<file path="config.mk">
export PLATFORM = sky130hd
export DESIGN_NAME = ecl_loader
export DESIGN_NICKNAME = d
export VERILOG_FILES = /design/src/rtl/ecl_pkg.sv /design/src/rtl/ecl_loader.sv
export SDC_FILE = /design/constraint.sdc
export NUM_CORES = 1
export LEC_CHECK = 0
export BUFFER_PORTS_ARGS = -buffer_cell sky130_fd_sc_hd__buf_2
export CAP_MARGIN = 20
export CORE_ASPECT_RATIO = 1.25
export CORE_MARGIN = 1
export CORE_UTILIZATION = 45
export CTS_BUF_LIST = sky130_fd_sc_hd__clkbuf_8
export DETAILED_ROUTE_END_ITERATION = 12
export GPL_TIMING_DRIVEN = 0
export HOLD_SLACK_MARGIN = 0.15
export PLACE_DENSITY = 0.72
export SLEW_MARGIN = 20
export SYNTH_ARGS = -nofsm -noshare
export SYNTH_HDL_FRONTEND = slang
export SYNTH_SLANG_ARGS = --single-unit
</file>
<file path="constraint.sdc">
create_clock -name mclk -period 3.17 [get_ports mclk]
set_clock_uncertainty 0.1 [all_clocks]
set_input_delay 0.634 -clock mclk [delete_from_list [all_inputs] [get_ports mclk]]
set_output_delay 0.634 -clock mclk [all_outputs]
set_load 0.005 [all_outputs]
</file>
<file path="src/rtl/ecl_pkg.sv">
// Constants for the power-on configuration loader: image word map,
// enable codes, field positions, reset values and register offsets.
// Assumes a 16-bit word image of at most 64 words.
package ecl_pkg;
    // ****************************************************************
    // Image word map
    // ****************************************************************
    localparam int ECL_AW = 6;
    localparam logic [5:0] ECL_W_MAC0 = 6'h00;
    localparam logic [5:0] ECL_W_ENA = 6'h03;
    localparam logic [5:0] ECL_W_VID = 6'h04;
    localparam logic [5:0] ECL_W_PID = 6'h05;
    localparam logic [5:0] ECL_W_HPIN = 6'h06;
    localparam logic [5:0] ECL_W_WAKE = 6'h07;
    localparam logic [5:0] ECL_W_AUX = 6'h08;
    localparam logic [5:0] ECL_W_GRP = 6'h10;
    localparam logic [5:0] ECL_W_SW = 6'h11;
    localparam logic [5:0] ECL_W_SWRSV = 6'h12;
    localparam logic [5:0] ECL_W_PCTL = 6'h13;
    localparam logic [5:0] ECL_W_PCTL_END = 6'h1A;
    localparam logic [5:0] ECL_W_VTAG = 6'h1B;
    localparam logic [5:0] ECL_W_VTAG_END = 6'h1E;
    localparam logic [5:0] ECL_W_PRIO = 6'h1F;
    localparam logic [5:0] ECL_W_EXT0 = 6'h20;
    localparam logic [5:0] ECL_W_EXT0_END = 6'h27;
    localparam logic [5:0] ECL_W_EXT1 = 6'h28;
    localparam logic [5:0] ECL_W_EXT1_END = 6'h2F;
    localparam logic [5:0] ECL_W_EXT2 = 6'h31;
    localparam logic [5:0] ECL_W_EXT2_END = 6'h34;
    localparam logic [5:0] ECL_W_END = 6'h3F;
    localparam logic [1:0] ECL_EN_CODE = 2'h1;
    // ****************************************************************
    // Field positions inside word 3 and word 16 (low bit of each pair)
    // ****************************************************************
    localparam int ECL_F3_ID = 0;
    localparam int ECL_F3_HPIN = 2;
    localparam int ECL_F3_WAKE = 6;
    localparam int ECL_F3_AUX = 8;
    localparam int ECL_F3_LED = 10;
    localparam int ECL_F3_XOVR = 14;
    localparam int ECL_F16_SW = 0;
    localparam int ECL_F16_PCTL = 2;
    localparam int ECL_F16_VTAG = 4;
    localparam int ECL_F16_PRIO = 6;
    localparam int ECL_F16_EXT0 = 8;
    localparam int ECL_F16_EXT1 = 10;
    localparam int ECL_F16_EXT2 = 12;
    // ****************************************************************
    // Reset values (identification values are arbitrary)
    // ****************************************************************
    localparam logic [15:0] ECL_RST_VID = 16'h1234;
    localparam logic [15:0] ECL_RST_PID = 16'h5678;
    localparam logic [4:0] ECL_RST_HPIN = 5'h00;
    localparam logic [15:0] ECL_RST_WAKE = 16'hC000;
    localparam logic [7:0] ECL_RST_BYTE = 8'h00;
    // ****************************************************************
    // Register byte offsets
    // ****************************************************************
    localparam logic [7:0] ECL_R_CTRL = 8'h00;
    localparam logic [7:0] ECL_R_STAT = 8'h04;
    localparam logic [7:0] ECL_R_MACLO = 8'h08;
    localparam logic [7:0] ECL_R_MACHI = 8'h0C;
    localparam logic [7:0] ECL_R_ID = 8'h10;
    localparam logic [7:0] ECL_R_CFG = 8'h14;
    typedef enum logic [2:0] {ECL_ST_START, ECL_ST_FETCH, ECL_ST_APPLY, ECL_ST_IDLE} ecl_state_t;
endpackage : ecl_pkg

</file>
<file path="src/rtl/ecl_loader.sv">
// Power-on configuration loader with its Avalon-MM register slave.
// Assumes an EEPROM word reader on mclk answering each request with a
// one-cycle ack, and host pins that are asynchronous to mclk.
`timescale 1ns/1ps
// What this block does
// - Words 0-2 give the station address
// - Words 4-5 identification only when word3[1:0]=01
// - Host pin bits 4:0 only when word3[3:2]=01
// - Word 7 parts gated by word3 fields
// - Word 8 bits 4:0 only when word3[9:8]=01
// - Pin bit 0 selects chip-select polarity
// - Pin bit 1 selects read-strobe polarity
// - Pin bit 2 selects write-strobe polarity
// - Pin bit 3 selects interrupt output polarity
// - Pin bit 4 selects push-pull or open-collector interrupt
// - Wake bit 0 polarity, bit 1 level/pulse
// - Wake bit 2 enables magic packet wake
// - Wake bit 3 enables link change wake
// - Wake bit 8 selects alternate LED mode
// - Wake bits 14/15 crossover for ports 0/1
// - Word 16 fields gate word groups 17-52
// - Word 17 loads switch registers 52H/53H
// - Words 19-20 load port 0 control registers
// - Words 21-26 load ports 1,2,processor likewise
// - Words 27-30 load per-port VLAN tags
// - Word 31 loads priority map D0H/D1H
module ecl_loader
    import ecl_pkg::*;
(
    input wire logic mclk,
    input wire logic rst,
    input wire logic [7:0] avs_address,
    input wire logic avs_read,
    input wire logic avs_write,
    input wire logic [31:0] avs_writedata,
    input wire logic [3:0] avs_byteenable,
    output logic [31:0] avs_readdata,
    output logic avs_waitrequest,
    output logic ee_rd_req,
    output logic [ECL_AW-1:0] ee_word_addr,
    input wire logic ee_rd_ack,
    input wire logic [15:0] ee_rd_data,
    output logic loader_busy,
    output logic [47:0] station_addr,
    output logic [15:0] vendor_id,
    output logic [15:0] product_id,
    output logic [4:0] aux_cfg,
    output logic [7:0] sw_ctrl_52,
    output logic [7:0] sw_ctrl_53,
    output logic [3:0][7:0] port_ctrl_61,
    output logic [3:0][7:0] port_ctrl_66,
    output logic [3:0][7:0] port_ctrl_67,
    output logic [3:0][7:0] port_ctrl_6d,
    output logic [3:0][7:0] port_vtag_6e,
    output logic [3:0][7:0] port_vtag_6f,
    output logic [7:0] prio_map_d0,
    output logic [7:0] prio_map_d1,
    output logic ext_wr,
    output logic [ECL_AW-1:0] ext_word,
    output logic [15:0] ext_data,
    input wire logic host_cs_pin,
    input wire logic host_rd_pin,
    input wire logic host_wr_pin,
    output logic host_cs,
    output logic host_read_strobe,
    output logic host_write_strobe,
    input wire logic irq_req,
    output logic irq_o,
    output logic irq_oe,
    input wire logic magic_evt,
    input wire logic link_evt,
    input wire logic wake_clear,
    output logic wake_output,
    input wire logic [1:0] port_link_up,
    input wire logic [1:0] port_activity,
    input wire logic [1:0] port_full_duplex,
    input wire logic [1:0] port_speed100,
    output logic [1:0] port_link_led_n,
    output logic [1:0] port_duplex_led_n,
    output logic [1:0] port_speed_led_n,
    output logic [1:0] auto_crossover
);
    // ****************************************************************
    // Word selection
    // ****************************************************************
    function automatic logic ecl_en(input logic [15:0] w, input int pos);
        ecl_en = (w[pos+:2] == ECL_EN_CODE);
    endfunction : ecl_en

    // Whether image word k must be read, given enable words 3 and 16
    function automatic logic ecl_need(input logic [5:0] k, input logic [15:0] w3,
                                      input logic [15:0] w16);
        logic n;
        n = 1'b0;
        if (k <= ECL_W_ENA) n = 1'b1;
        else if (k == ECL_W_VID || k == ECL_W_PID) n = ecl_en(w3, ECL_F3_ID);
        else if (k == ECL_W_HPIN) n = ecl_en(w3, ECL_F3_HPIN);
        else if (k == ECL_W_WAKE) n = ecl_en(w3, ECL_F3_WAKE) | ecl_en(w3, ECL_F3_LED) |
                                      ecl_en(w3, ECL_F3_XOVR);
        else if (k == ECL_W_AUX) n = ecl_en(w3, ECL_F3_AUX);
        else if (k == ECL_W_GRP) n = 1'b1;
        else if (k == ECL_W_SW || k == ECL_W_SWRSV) n = ecl_en(w16, ECL_F16_SW);
        else if (k >= ECL_W_PCTL && k <= ECL_W_PCTL_END) n = ecl_en(w16, ECL_F16_PCTL);
        else if (k >= ECL_W_VTAG && k <= ECL_W_VTAG_END) n = ecl_en(w16, ECL_F16_VTAG);
        else if (k == ECL_W_PRIO) n = ecl_en(w16, ECL_F16_PRIO);
        else if (k >= ECL_W_EXT0 && k <= ECL_W_EXT0_END) n = ecl_en(w16, ECL_F16_EXT0);
        else if (k >= ECL_W_EXT1 && k <= ECL_W_EXT1_END) n = ecl_en(w16, ECL_F16_EXT1);
        else if (k >= ECL_W_EXT2 && k <= ECL_W_EXT2_END) n = ecl_en(w16, ECL_F16_EXT2);
        ecl_need = n;
    endfunction : ecl_need

    // First needed word above cur, or the end marker
    function automatic logic [5:0] ecl_next(input logic [5:0] cur, input logic [15:0] w3,
                                            input logic [15:0] w16);
        logic [5:0] r;
        r = ECL_W_END;
        for (int k = 62; k >= 0; k--) begin
            if (6'(k) > cur && ecl_need(6'(k), w3, w16)) r = 6'(k);
        end
        ecl_next = r;
    endfunction : ecl_next

    // ****************************************************************
    // Loader state machine
    // ****************************************************************
    ecl_state_t state_q;
    logic [5:0] cur_q;
    logic [15:0] data_q;
    logic [15:0] w3_q;
    logic [15:0] w16_q;
    logic [15:0] w3_eff;
    logic [15:0] w16_eff;
    logic [5:0] next_w;
    logic reload;
    logic apply;

    // Enables are used in the same cycle their own word is applied
    assign w3_eff = (cur_q == ECL_W_ENA) ? data_q : w3_q;
    assign w16_eff = (cur_q == ECL_W_GRP) ? data_q : w16_q;
    assign next_w = ecl_next(cur_q, w3_eff, w16_eff);
    assign apply = (state_q == ECL_ST_APPLY);
    assign ee_rd_req = (state_q == ECL_ST_FETCH);
    assign ee_word_addr = cur_q;
    assign loader_busy = (state_q != ECL_ST_IDLE);

    // Sequencing: reset lands in START so the image loads at power-on
    always_ff @(posedge mclk) begin
        if (rst) begin
            state_q <= ECL_ST_START;
            cur_q <= ECL_W_MAC0;
            data_q <= 16'h0000;
            w3_q <= 16'h0000;
            w16_q <= 16'h0000;
        end else begin
            case (state_q)
                ECL_ST_START: begin
                    cur_q <= ECL_W_MAC0;
                    w3_q <= 16'h0000; // Unread enables count as off
                    w16_q <= 16'h0000;
                    state_q <= ECL_ST_FETCH;
                end
                ECL_ST_FETCH: begin
                    if (ee_rd_ack) begin
                        data_q <= ee_rd_data;
                        state_q <= ECL_ST_APPLY;
                    end
                end
                ECL_ST_APPLY: begin
                    w3_q <= w3_eff;
                    w16_q <= w16_eff;
                    cur_q <= next_w;
                    state_q <= (next_w == ECL_W_END) ? ECL_ST_IDLE : ECL_ST_FETCH;
                end
                ECL_ST_IDLE: begin
                    if (reload) state_q <= ECL_ST_START;
                end
                default: state_q <= ECL_ST_START;
            endcase
        end
    end

    // ****************************************************************
    // Identity and host-side configuration
    // ****************************************************************
    logic [4:0] hpin_q;
    logic [15:0] wake_q;

    // Gated words are only fetched when enabled, so apply needs no gate
    always_ff @(posedge mclk) begin
        if (rst) begin
            station_addr <= 48'h0;
            vendor_id <= ECL_RST_VID;
            product_id <= ECL_RST_PID;
            hpin_q <= ECL_RST_HPIN;
            aux_cfg <= 5'h00;
        end else if (apply) begin
            if (cur_q <= 6'h02) station_addr[cur_q[1:0]*16+:16] <= data_q;
            if (cur_q == ECL_W_VID) vendor_id <= data_q;
            if (cur_q == ECL_W_PID) product_id <= data_q;
            if (cur_q == ECL_W_HPIN) hpin_q <= data_q[4:0];
            if (cur_q == ECL_W_AUX) aux_cfg <= data_q[4:0];
        end
    end

    // Word 7 is split into three separately gated parts
    always_ff @(posedge mclk) begin
        if (rst) begin
            wake_q <= ECL_RST_WAKE;
        end else if (apply && cur_q == ECL_W_WAKE) begin
            if (ecl_en(w3_q, ECL_F3_WAKE)) wake_q[3:0] <= data_q[3:0];
            if (ecl_en(w3_q, ECL_F3_LED)) wake_q[13:8] <= data_q[13:8];
            if (ecl_en(w3_q, ECL_F3_XOVR)) wake_q[15:14] <= data_q[15:14];
        end
    end

    // ****************************************************************
    // Switch, per-port and priority registers
    // ****************************************************************
    always_ff @(posedge mclk) begin
        if (rst) begin
            sw_ctrl_52 <= ECL_RST_BYTE;
            sw_ctrl_53 <= ECL_RST_BYTE;
            prio_map_d0 <= ECL_RST_BYTE;
            prio_map_d1 <= ECL_RST_BYTE;
        end else if (apply) begin
            if (cur_q == ECL_W_SW) begin
                sw_ctrl_52 <= data_q[7:0];
                sw_ctrl_53 <= data_q[15:8];
            end
            if (cur_q == ECL_W_PRIO) begin
                prio_map_d0 <= data_q[7:0];
                prio_map_d1 <= data_q[15:8];
            end
        end
    end

    // One copy per port: two control words and one tag word each
    for (genvar p = 0; p < 4; p++) begin : g_port
        localparam logic [5:0] CW = 6'(ECL_W_PCTL + 2 * p);
        localparam logic [5:0] TW = 6'(ECL_W_VTAG + p);
        always_ff @(posedge mclk) begin
            if (rst) begin
                port_ctrl_61[p] <= ECL_RST_BYTE;
                port_ctrl_66[p] <= ECL_RST_BYTE;
                port_ctrl_67[p] <= ECL_RST_BYTE;
                port_ctrl_6d[p] <= ECL_RST_BYTE;
                port_vtag_6e[p] <= ECL_RST_BYTE;
                port_vtag_6f[p] <= ECL_RST_BYTE;
            end else if (apply) begin
                if (cur_q == CW) begin
                    port_ctrl_61[p] <= data_q[7:0];
                    port_ctrl_66[p] <= data_q[15:8];
                end
                if (cur_q == CW + 6'h01) begin
                    port_ctrl_67[p] <= data_q[7:0];
                    port_ctrl_6d[p] <= data_q[15:8];
                end
                if (cur_q == TW) begin
                    port_vtag_6e[p] <= data_q[7:0];
                    port_vtag_6f[p] <= data_q[15:8];
                end
            end
        end
    end

    // Groups at words 32 and up are handed to the switch core as writes
    always_ff @(posedge mclk) begin
        if (rst) begin
            ext_wr <= 1'b0;
            ext_word <= 6'h00;
            ext_data <= 16'h0000;
        end else begin
            ext_wr <= apply && cur_q >= ECL_W_EXT0 && cur_q != ECL_W_END;
            if (apply) begin
                ext_word <= cur_q;
                ext_data <= data_q;
            end
        end
    end

    // ****************************************************************
    // Host pins, interrupt, wake and LEDs
    // ****************************************************************
    logic [2:0] pin_s1_q;
    logic [2:0] pin_s2_q;
    logic wake_lvl_q;
    logic wake_evt;

    // Two-stage synchronisers for the asynchronous host strobes
    always_ff @(posedge mclk) begin
        if (rst) begin
            pin_s1_q <= 3'h7;
            pin_s2_q <= 3'h7;
        end else begin
            pin_s1_q <= {host_wr_pin, host_rd_pin, host_cs_pin};
            pin_s2_q <= pin_s1_q;
        end
    end

    // Strobes are presented active high whatever the pin polarity
    assign host_cs = (pin_s2_q[0] == hpin_q[0]);
    assign host_read_strobe = (pin_s2_q[1] == hpin_q[1]);
    assign host_write_strobe = (pin_s2_q[2] == hpin_q[2]);
    assign irq_o = irq_req ^ hpin_q[3];
    // Open collector only drives while asserted, else the pull-up holds
    assign irq_oe = !hpin_q[4] || irq_req;

    assign wake_evt = (magic_evt && wake_q[2]) || (link_evt && wake_q[3]);

    // Level mode holds until cleared; a new event beats the clear
    always_ff @(posedge mclk) begin
        if (rst) begin
            wake_lvl_q <= 1'b0;
        end else if (wake_evt) begin
            wake_lvl_q <= 1'b1;
        end else if (wake_clear || wake_q[1]) begin
            wake_lvl_q <= 1'b0; // Pulse mode lasts one cycle
        end
    end

    assign wake_output = wake_lvl_q ^ wake_q[0];
    assign auto_crossover = {wake_q[15], wake_q[14]};
    // Alternate mode: link shows activity, duplex 100M, speed 10M
    assign port_link_led_n = wake_q[8] ? ~port_activity : ~port_link_up;
    assign port_duplex_led_n = wake_q[8] ? ~port_speed100 : ~port_full_duplex;
    assign port_speed_led_n = wake_q[8] ? port_speed100 : ~port_speed100;

    // ****************************************************************
    // Avalon-MM register slave
    // ****************************************************************
    logic rvalid_q;
    logic wr_take;
    logic rd_take;
    logic [31:0] rd_mux;

    // Bus is held off while loading, so no access can race the image
    assign avs_waitrequest = loader_busy || (avs_read && !rvalid_q);
    assign wr_take = avs_write && !loader_busy;
    assign rd_take = avs_read && !loader_busy && !rvalid_q;
    assign reload = wr_take && avs_address == ECL_R_CTRL && avs_byteenable[0] &&
                    avs_writedata[0];

    always_comb begin
        rd_mux = 32'h0;
        case (avs_address)
            ECL_R_STAT: rd_mux = {31'h0, loader_busy};
            ECL_R_MACLO: rd_mux = station_addr[31:0];
            ECL_R_MACHI: rd_mux = {16'h0, station_addr[47:32]};
            ECL_R_ID: rd_mux = {product_id, vendor_id};
            ECL_R_CFG: rd_mux = {wake_q, 6'h0, aux_cfg, hpin_q};
            default: rd_mux = 32'h0;
        endcase
    end

    // Read data registered; answered one cycle after the request
    always_ff @(posedge mclk) begin
        if (rst) begin
            rvalid_q <= 1'b0;
            avs_readdata <= 32'h0;
        end else begin
            rvalid_q <= rd_take;
            if (rd_take) avs_readdata <= rd_mux;
        end
    end

    // ****************************************************************
    // Checks
    // ****************************************************************
    chk_bus_held_busy: assert property (@(posedge mclk) disable iff (rst)
        loader_busy && (avs_read || avs_write) |-> avs_waitrequest)
        else $error("bus access not held off while loading");
    chk_mac_word_load: assert property (@(posedge mclk) disable iff (rst)
        apply && cur_q == 6'h01 |=> station_addr[31:16] == $past(data_q))
        else $error("station address word not loaded");
    chk_id_fetch_gate: assert property (@(posedge mclk) disable iff (rst)
        ee_rd_req && (cur_q == ECL_W_VID) |-> ecl_en(w3_q, ECL_F3_ID))
        else $error("identification word read while disabled");
    chk_hpin_fetch_gate: assert property (@(posedge mclk) disable iff (rst)
        ee_rd_req && (cur_q == ECL_W_HPIN) |-> ecl_en(w3_q, ECL_F3_HPIN))
        else $error("host pin word read while disabled");
    chk_irq_open_drain: assert property (@(posedge mclk) disable iff (rst)
        hpin_q[4] && !irq_req |-> !irq_oe)
        else $error("open collector interrupt driven while idle");
    chk_wake_level_hold: assert property (@(posedge mclk) disable iff (rst)
        magic_evt && wake_q[2] && !wake_q[1] ##1 (!wake_clear)[*2]
        |-> wake_output != wake_q[0])
        else $error("level wake not held");
    chk_port_grp_gate: assert property (@(posedge mclk) disable iff (rst)
        ee_rd_req && cur_q >= ECL_W_PCTL && cur_q <= ECL_W_PCTL_END
        |-> ecl_en(w16_q, ECL_F16_PCTL))
        else $error("port control word read while disabled");
    chk_switch_load: assert property (@(posedge mclk) disable iff (rst)
        apply && cur_q == ECL_W_SW |=> sw_ctrl_53 == $past(data_q[15:8]))
        else $error("switch control high byte not loaded");
    chk_prio_load: assert property (@(posedge mclk) disable iff (rst)
        apply && cur_q == ECL_W_PRIO |=> prio_map_d0 == $past(data_q[7:0]))
        else $error("priority map low byte not loaded");
    chk_load_ends: assert property (@(posedge mclk) disable iff (rst)
        apply && next_w == ECL_W_END |=> !loader_busy)
        else $error("loader not idle after last word");
endmodule : ecl_loader

</file>
==> qor.yml <==
status:
  outcome: "completed"
critical_path:
  path_max_fanout: 10
  crit_type: "reg2out"
  r2r_setup_slack_ns: 0.15
  end_kind: "primary output"
  arrival_ns: 2.40
  r2r_cells: 8
  crit_path_start_kind: "flip-flop"
  rr_endpoint: "station_addr[37]$_SDFFE_PP0P_"
  crit_required_ns: 2.44
  reg2reg_from: "ee_word_addr[0]$_SDFFE_PP0P_"
synth:
  syn_inst: 2263
  synth-seq-cells: 439
  yosysSeqAreaShare: 0.490
  synth_cell_types: 69
  synth-edff-count: 0
  synth-xor-area-share: 0.00342
  synth_top_family_by_area: "simple AND/OR/NAND/NOR gates"
  synth_area_per_cell_um2: 7.92
  synth_flop_cell: "dfxtp_1"
  yosysWarnings: 0
  synth_compound_area_frac: 0.175
  synth_area_um2: 17900
  muxShareOfSynthArea: 0.0436
  synth_fp_nets: 2348
  async_flop_share: 0
  synthSimpleGateAreaFrac: 0.236
  synth_fa_ha_area_frac: 0.00349
route:
  routed_wl_um: 77400
  vias: 19600
  drtAntennaViolNets: 0
  first_pass_iters: 7
  drt_iter0_drc: 2174
  via_per_inst: 5.85
  drc: 0
  wire_per_inst_um: 23.1
grt:
  grt_pass1_wl_um: 113000
  globalRouteTotalUtil: 0.368
  grt_max_degree: 11
  gr-total-overflow: 0
  antenna_found_initial: 4
  grt_pass1_vias: 18400
layout:
  utilization: 0.576
  layout-drive-gt1-share: 0.218
  area_delta_synth_final_pct: 26.0
  layout.nets: 2871
  fillers: 3610
pwr:
  leakage_nw: 9.26
  irDropWorstVdd_mv: 0.321
  pwr_density_cell_nw_per_um2: 497
clock_network:
  clock_latency_ns: 0.65
  cts_buffer_depth: 3
  cts.sinks: 439
  cts-root-buf: "clkbuf_8"
  clk_pin_slew_ns: 0.07
  cts_tree: "done"
  cts_made_buffers: 72
  cts_max_level: 3
min_path:
  min_path_cells: 3
  hp-class: "in2reg"
  hold_start: "ee_rd_data[14]"
  whs_endpoint: "data_q[14]$_SDFFE_PP0P_"
sta:
  tns_ns: 0
  fin_crit_sh: 0.987
  clock.fmax_mhz: 320
  rsz0062_at_grt: "no"
  min_period_ns: 3.13
  tightest_slew_ns: 1.15
  final_max_slew_viol_count: 0
  slew_headroom: 0.235
  hold_ws_ns: 0.173
  setup_slack_ns: 0.0404
  setup-violations-final: 0
  hold_viol_final: 0
placed_design:
  globalplace.congestion: 0.980
  numPortBuffers: 431
  hpwl_um: 56700
  place_ws_ns: -1.04
floorplan:
  dieArea_um2: 40600
  placementRows: 81
  die_w_um: 181
  die_h_um: 225
  initial_core_util: 0.457
  pin_count: 467
  core_area_um2: 39200
run:
  maxCapViolCount: 0
cell usage in the layout (no fill, tap or decap), types with 6 or more instances in the layout:
cell type	count
dfxtp_1	437
clkbuf_2	11
a222oi_1	12
a22o_1	22
and3_1	17
a21oi_1	340
nor2b_1	21
a211oi_1	10
a2bb2oi_1	16
nor2_1	129
buf_4	9
dlygate4sd3_1	15
clkbuf_1	172
nand2b_1	16
or2_2	12
nor3_1	8
inv_1	33
o211ai_1	6
o21ai_0	25
a31oi_1	8
a22oi_1	30
mux2i_1	78
nand3b_1	17
a32oi_1	6
nand2_1	613
clkbuf_8	93
buf_2	444
nand3_1	117
and2_1	8
what timing repair did:
action / in CTS / in global routing
pin swaps: 0 / 2
gates resized for setup: 32 / 33
hold buffers: 15 / 0
setup endpoints to repair: 146 / 59
hold endpoints to repair: 14 / 0
buffers inserted: 0 / 3
how the worst max path moves through the flow:
stage	start	end	cells past startpoint
2_1_floorplan	ee_word_addr[0]$_SDFFE_PP0P_	state_q[1]$_SDFFE_PP0P_	11
3_3_place_gp	ee_word_addr[1]$_SDFFE_PP0P_	ee_word_addr[2]$_SDFFE_PP0P_	11
3_5_place_dp	ee_word_addr[1]$_SDFFE_PP0P_	state_q[1]$_SDFFE_PP0P_	11
4_1_cts	ee_word_addr[0]$_SDFFE_PP0P_	state_q[1]$_SDFFE_PP0P_	10
5_1_grt	state_q[0]$_SDFFE_PP0P_	avs_waitrequest	5
6_report	state_q[0]$_SDFFE_PP0P_	avs_waitrequest	5
cells in the mapped netlist (3+ instances only):
library cell,n,area share
a2bb2oi_1,17,0.0083
a221oi_1,4,0.0020
nand3b_1,17,0.0071
mux2i_1,78,0.044
ha_1,5,0.0035
inv_1,7,0.0015
nor2b_1,21,0.0073
a31oi_1,8,0.0028
nor3b_1,5,0.0021
buf_2,13,0.0036
o21a_1,3,0.0013
o21ai_0,29,0.0081
a22oi_1,30,0.013
clkbuf_1,190,0.040
a2111oi_0,3,0.0015
nor2_1,131,0.027
nand2_1,615,0.13
o311ai_0,3,0.0015
nand2b_1,17,0.0059
nor3_1,13,0.0036
a21oi_1,341,0.095
o211ai_1,6,0.0025
and2_1,8,0.0028
or2_2,12,0.0042
nand3_1,118,0.033
or4_1,3,0.0013
xnor2_1,5,0.0024
a22o_1,22,0.011
a211oi_1,10,0.0042
a32oi_1,6,0.0029
dfxtp_1,439,0.49
a222oi_1,12,0.0067
and3_1,17,0.0059
buf_1,6,0.0013
power breakdown:
part	switching, W	total [W]	internal, W
clock network	0.00242	0.00515	0.00273
registers	0.0000224	0.00556	0.00553
logic	0.000412	0.000532	0.000120
total	0.00285	0.0112	0.00839
kinds of logic after synthesis:
kind of cell / count (synthesis)
DFF: 439
muxes: 78
adders and majority gates: 5
xor gates and xnor gates: 7
AOI/OAI and AO/OA: 524
buffers and inverters: 220
and+or+nand+nor: 990
per-layer routing:
metal | GRT usage | wire, um | up-vias
met5 | 0 | 27 | -
met4 | 0.238 | 5190 | 4
met3 | 0.0920 | 8660 | 298
met2 | 0.594 | 35100 | 1292
met1 | 0.438 | 28400 | 9240
li1 | - | - | 8736
per-stage QoR:
stage	instances	total power [W]	instance area (um2)
2_1_floorplan	2263	0.00591	17900
3_3_place_gp	3192	0.00616	20700
3_5_place_dp	3195	0.00617	20800
4_1_cts	3339	0.0112	22500
5_1_grt	3342	0.0115	22600
6_report	3343	0.0112	22600
worst max-delay path, cell delays in order (launching register included):
cell and delay (ns):
dfxtp_1 0.33, clkbuf_2 0.27, clkbuf_2 0.32, buf_2 0.31, nand3_1 0.28, buf_2 0.23
sequential cells by signal (all words and copies together), names as in the netlist, 32 cells and up:
register,flops
station_addr,48
avs_readdata,32
port_ctrl_61,32
port_ctrl_66,32
port_ctrl_67,32
port_ctrl_6d,32
port_vtag_6e,32
port_vtag_6f,32
final cells by class:
type / count / area, um2 / area share
clock inverters: 38 / 214 / 0.00947
flip-flops and latches: 439 / 8800 / 0.389
plain buffers: 209 / 845 / 0.0374
clock buffers: 93 / 1280 / 0.0567
diodes: 2 / 5.00 / 0.000222
repair buffers: 452 / 2350 / 0.104
well taps: 498 / 623 / 0.0276
multi-input cells: 1604 / 8440 / 0.374
inverters: 8 / 32.5 / 0.00144
No activity file was read; power rests on OpenSTA's default activity.
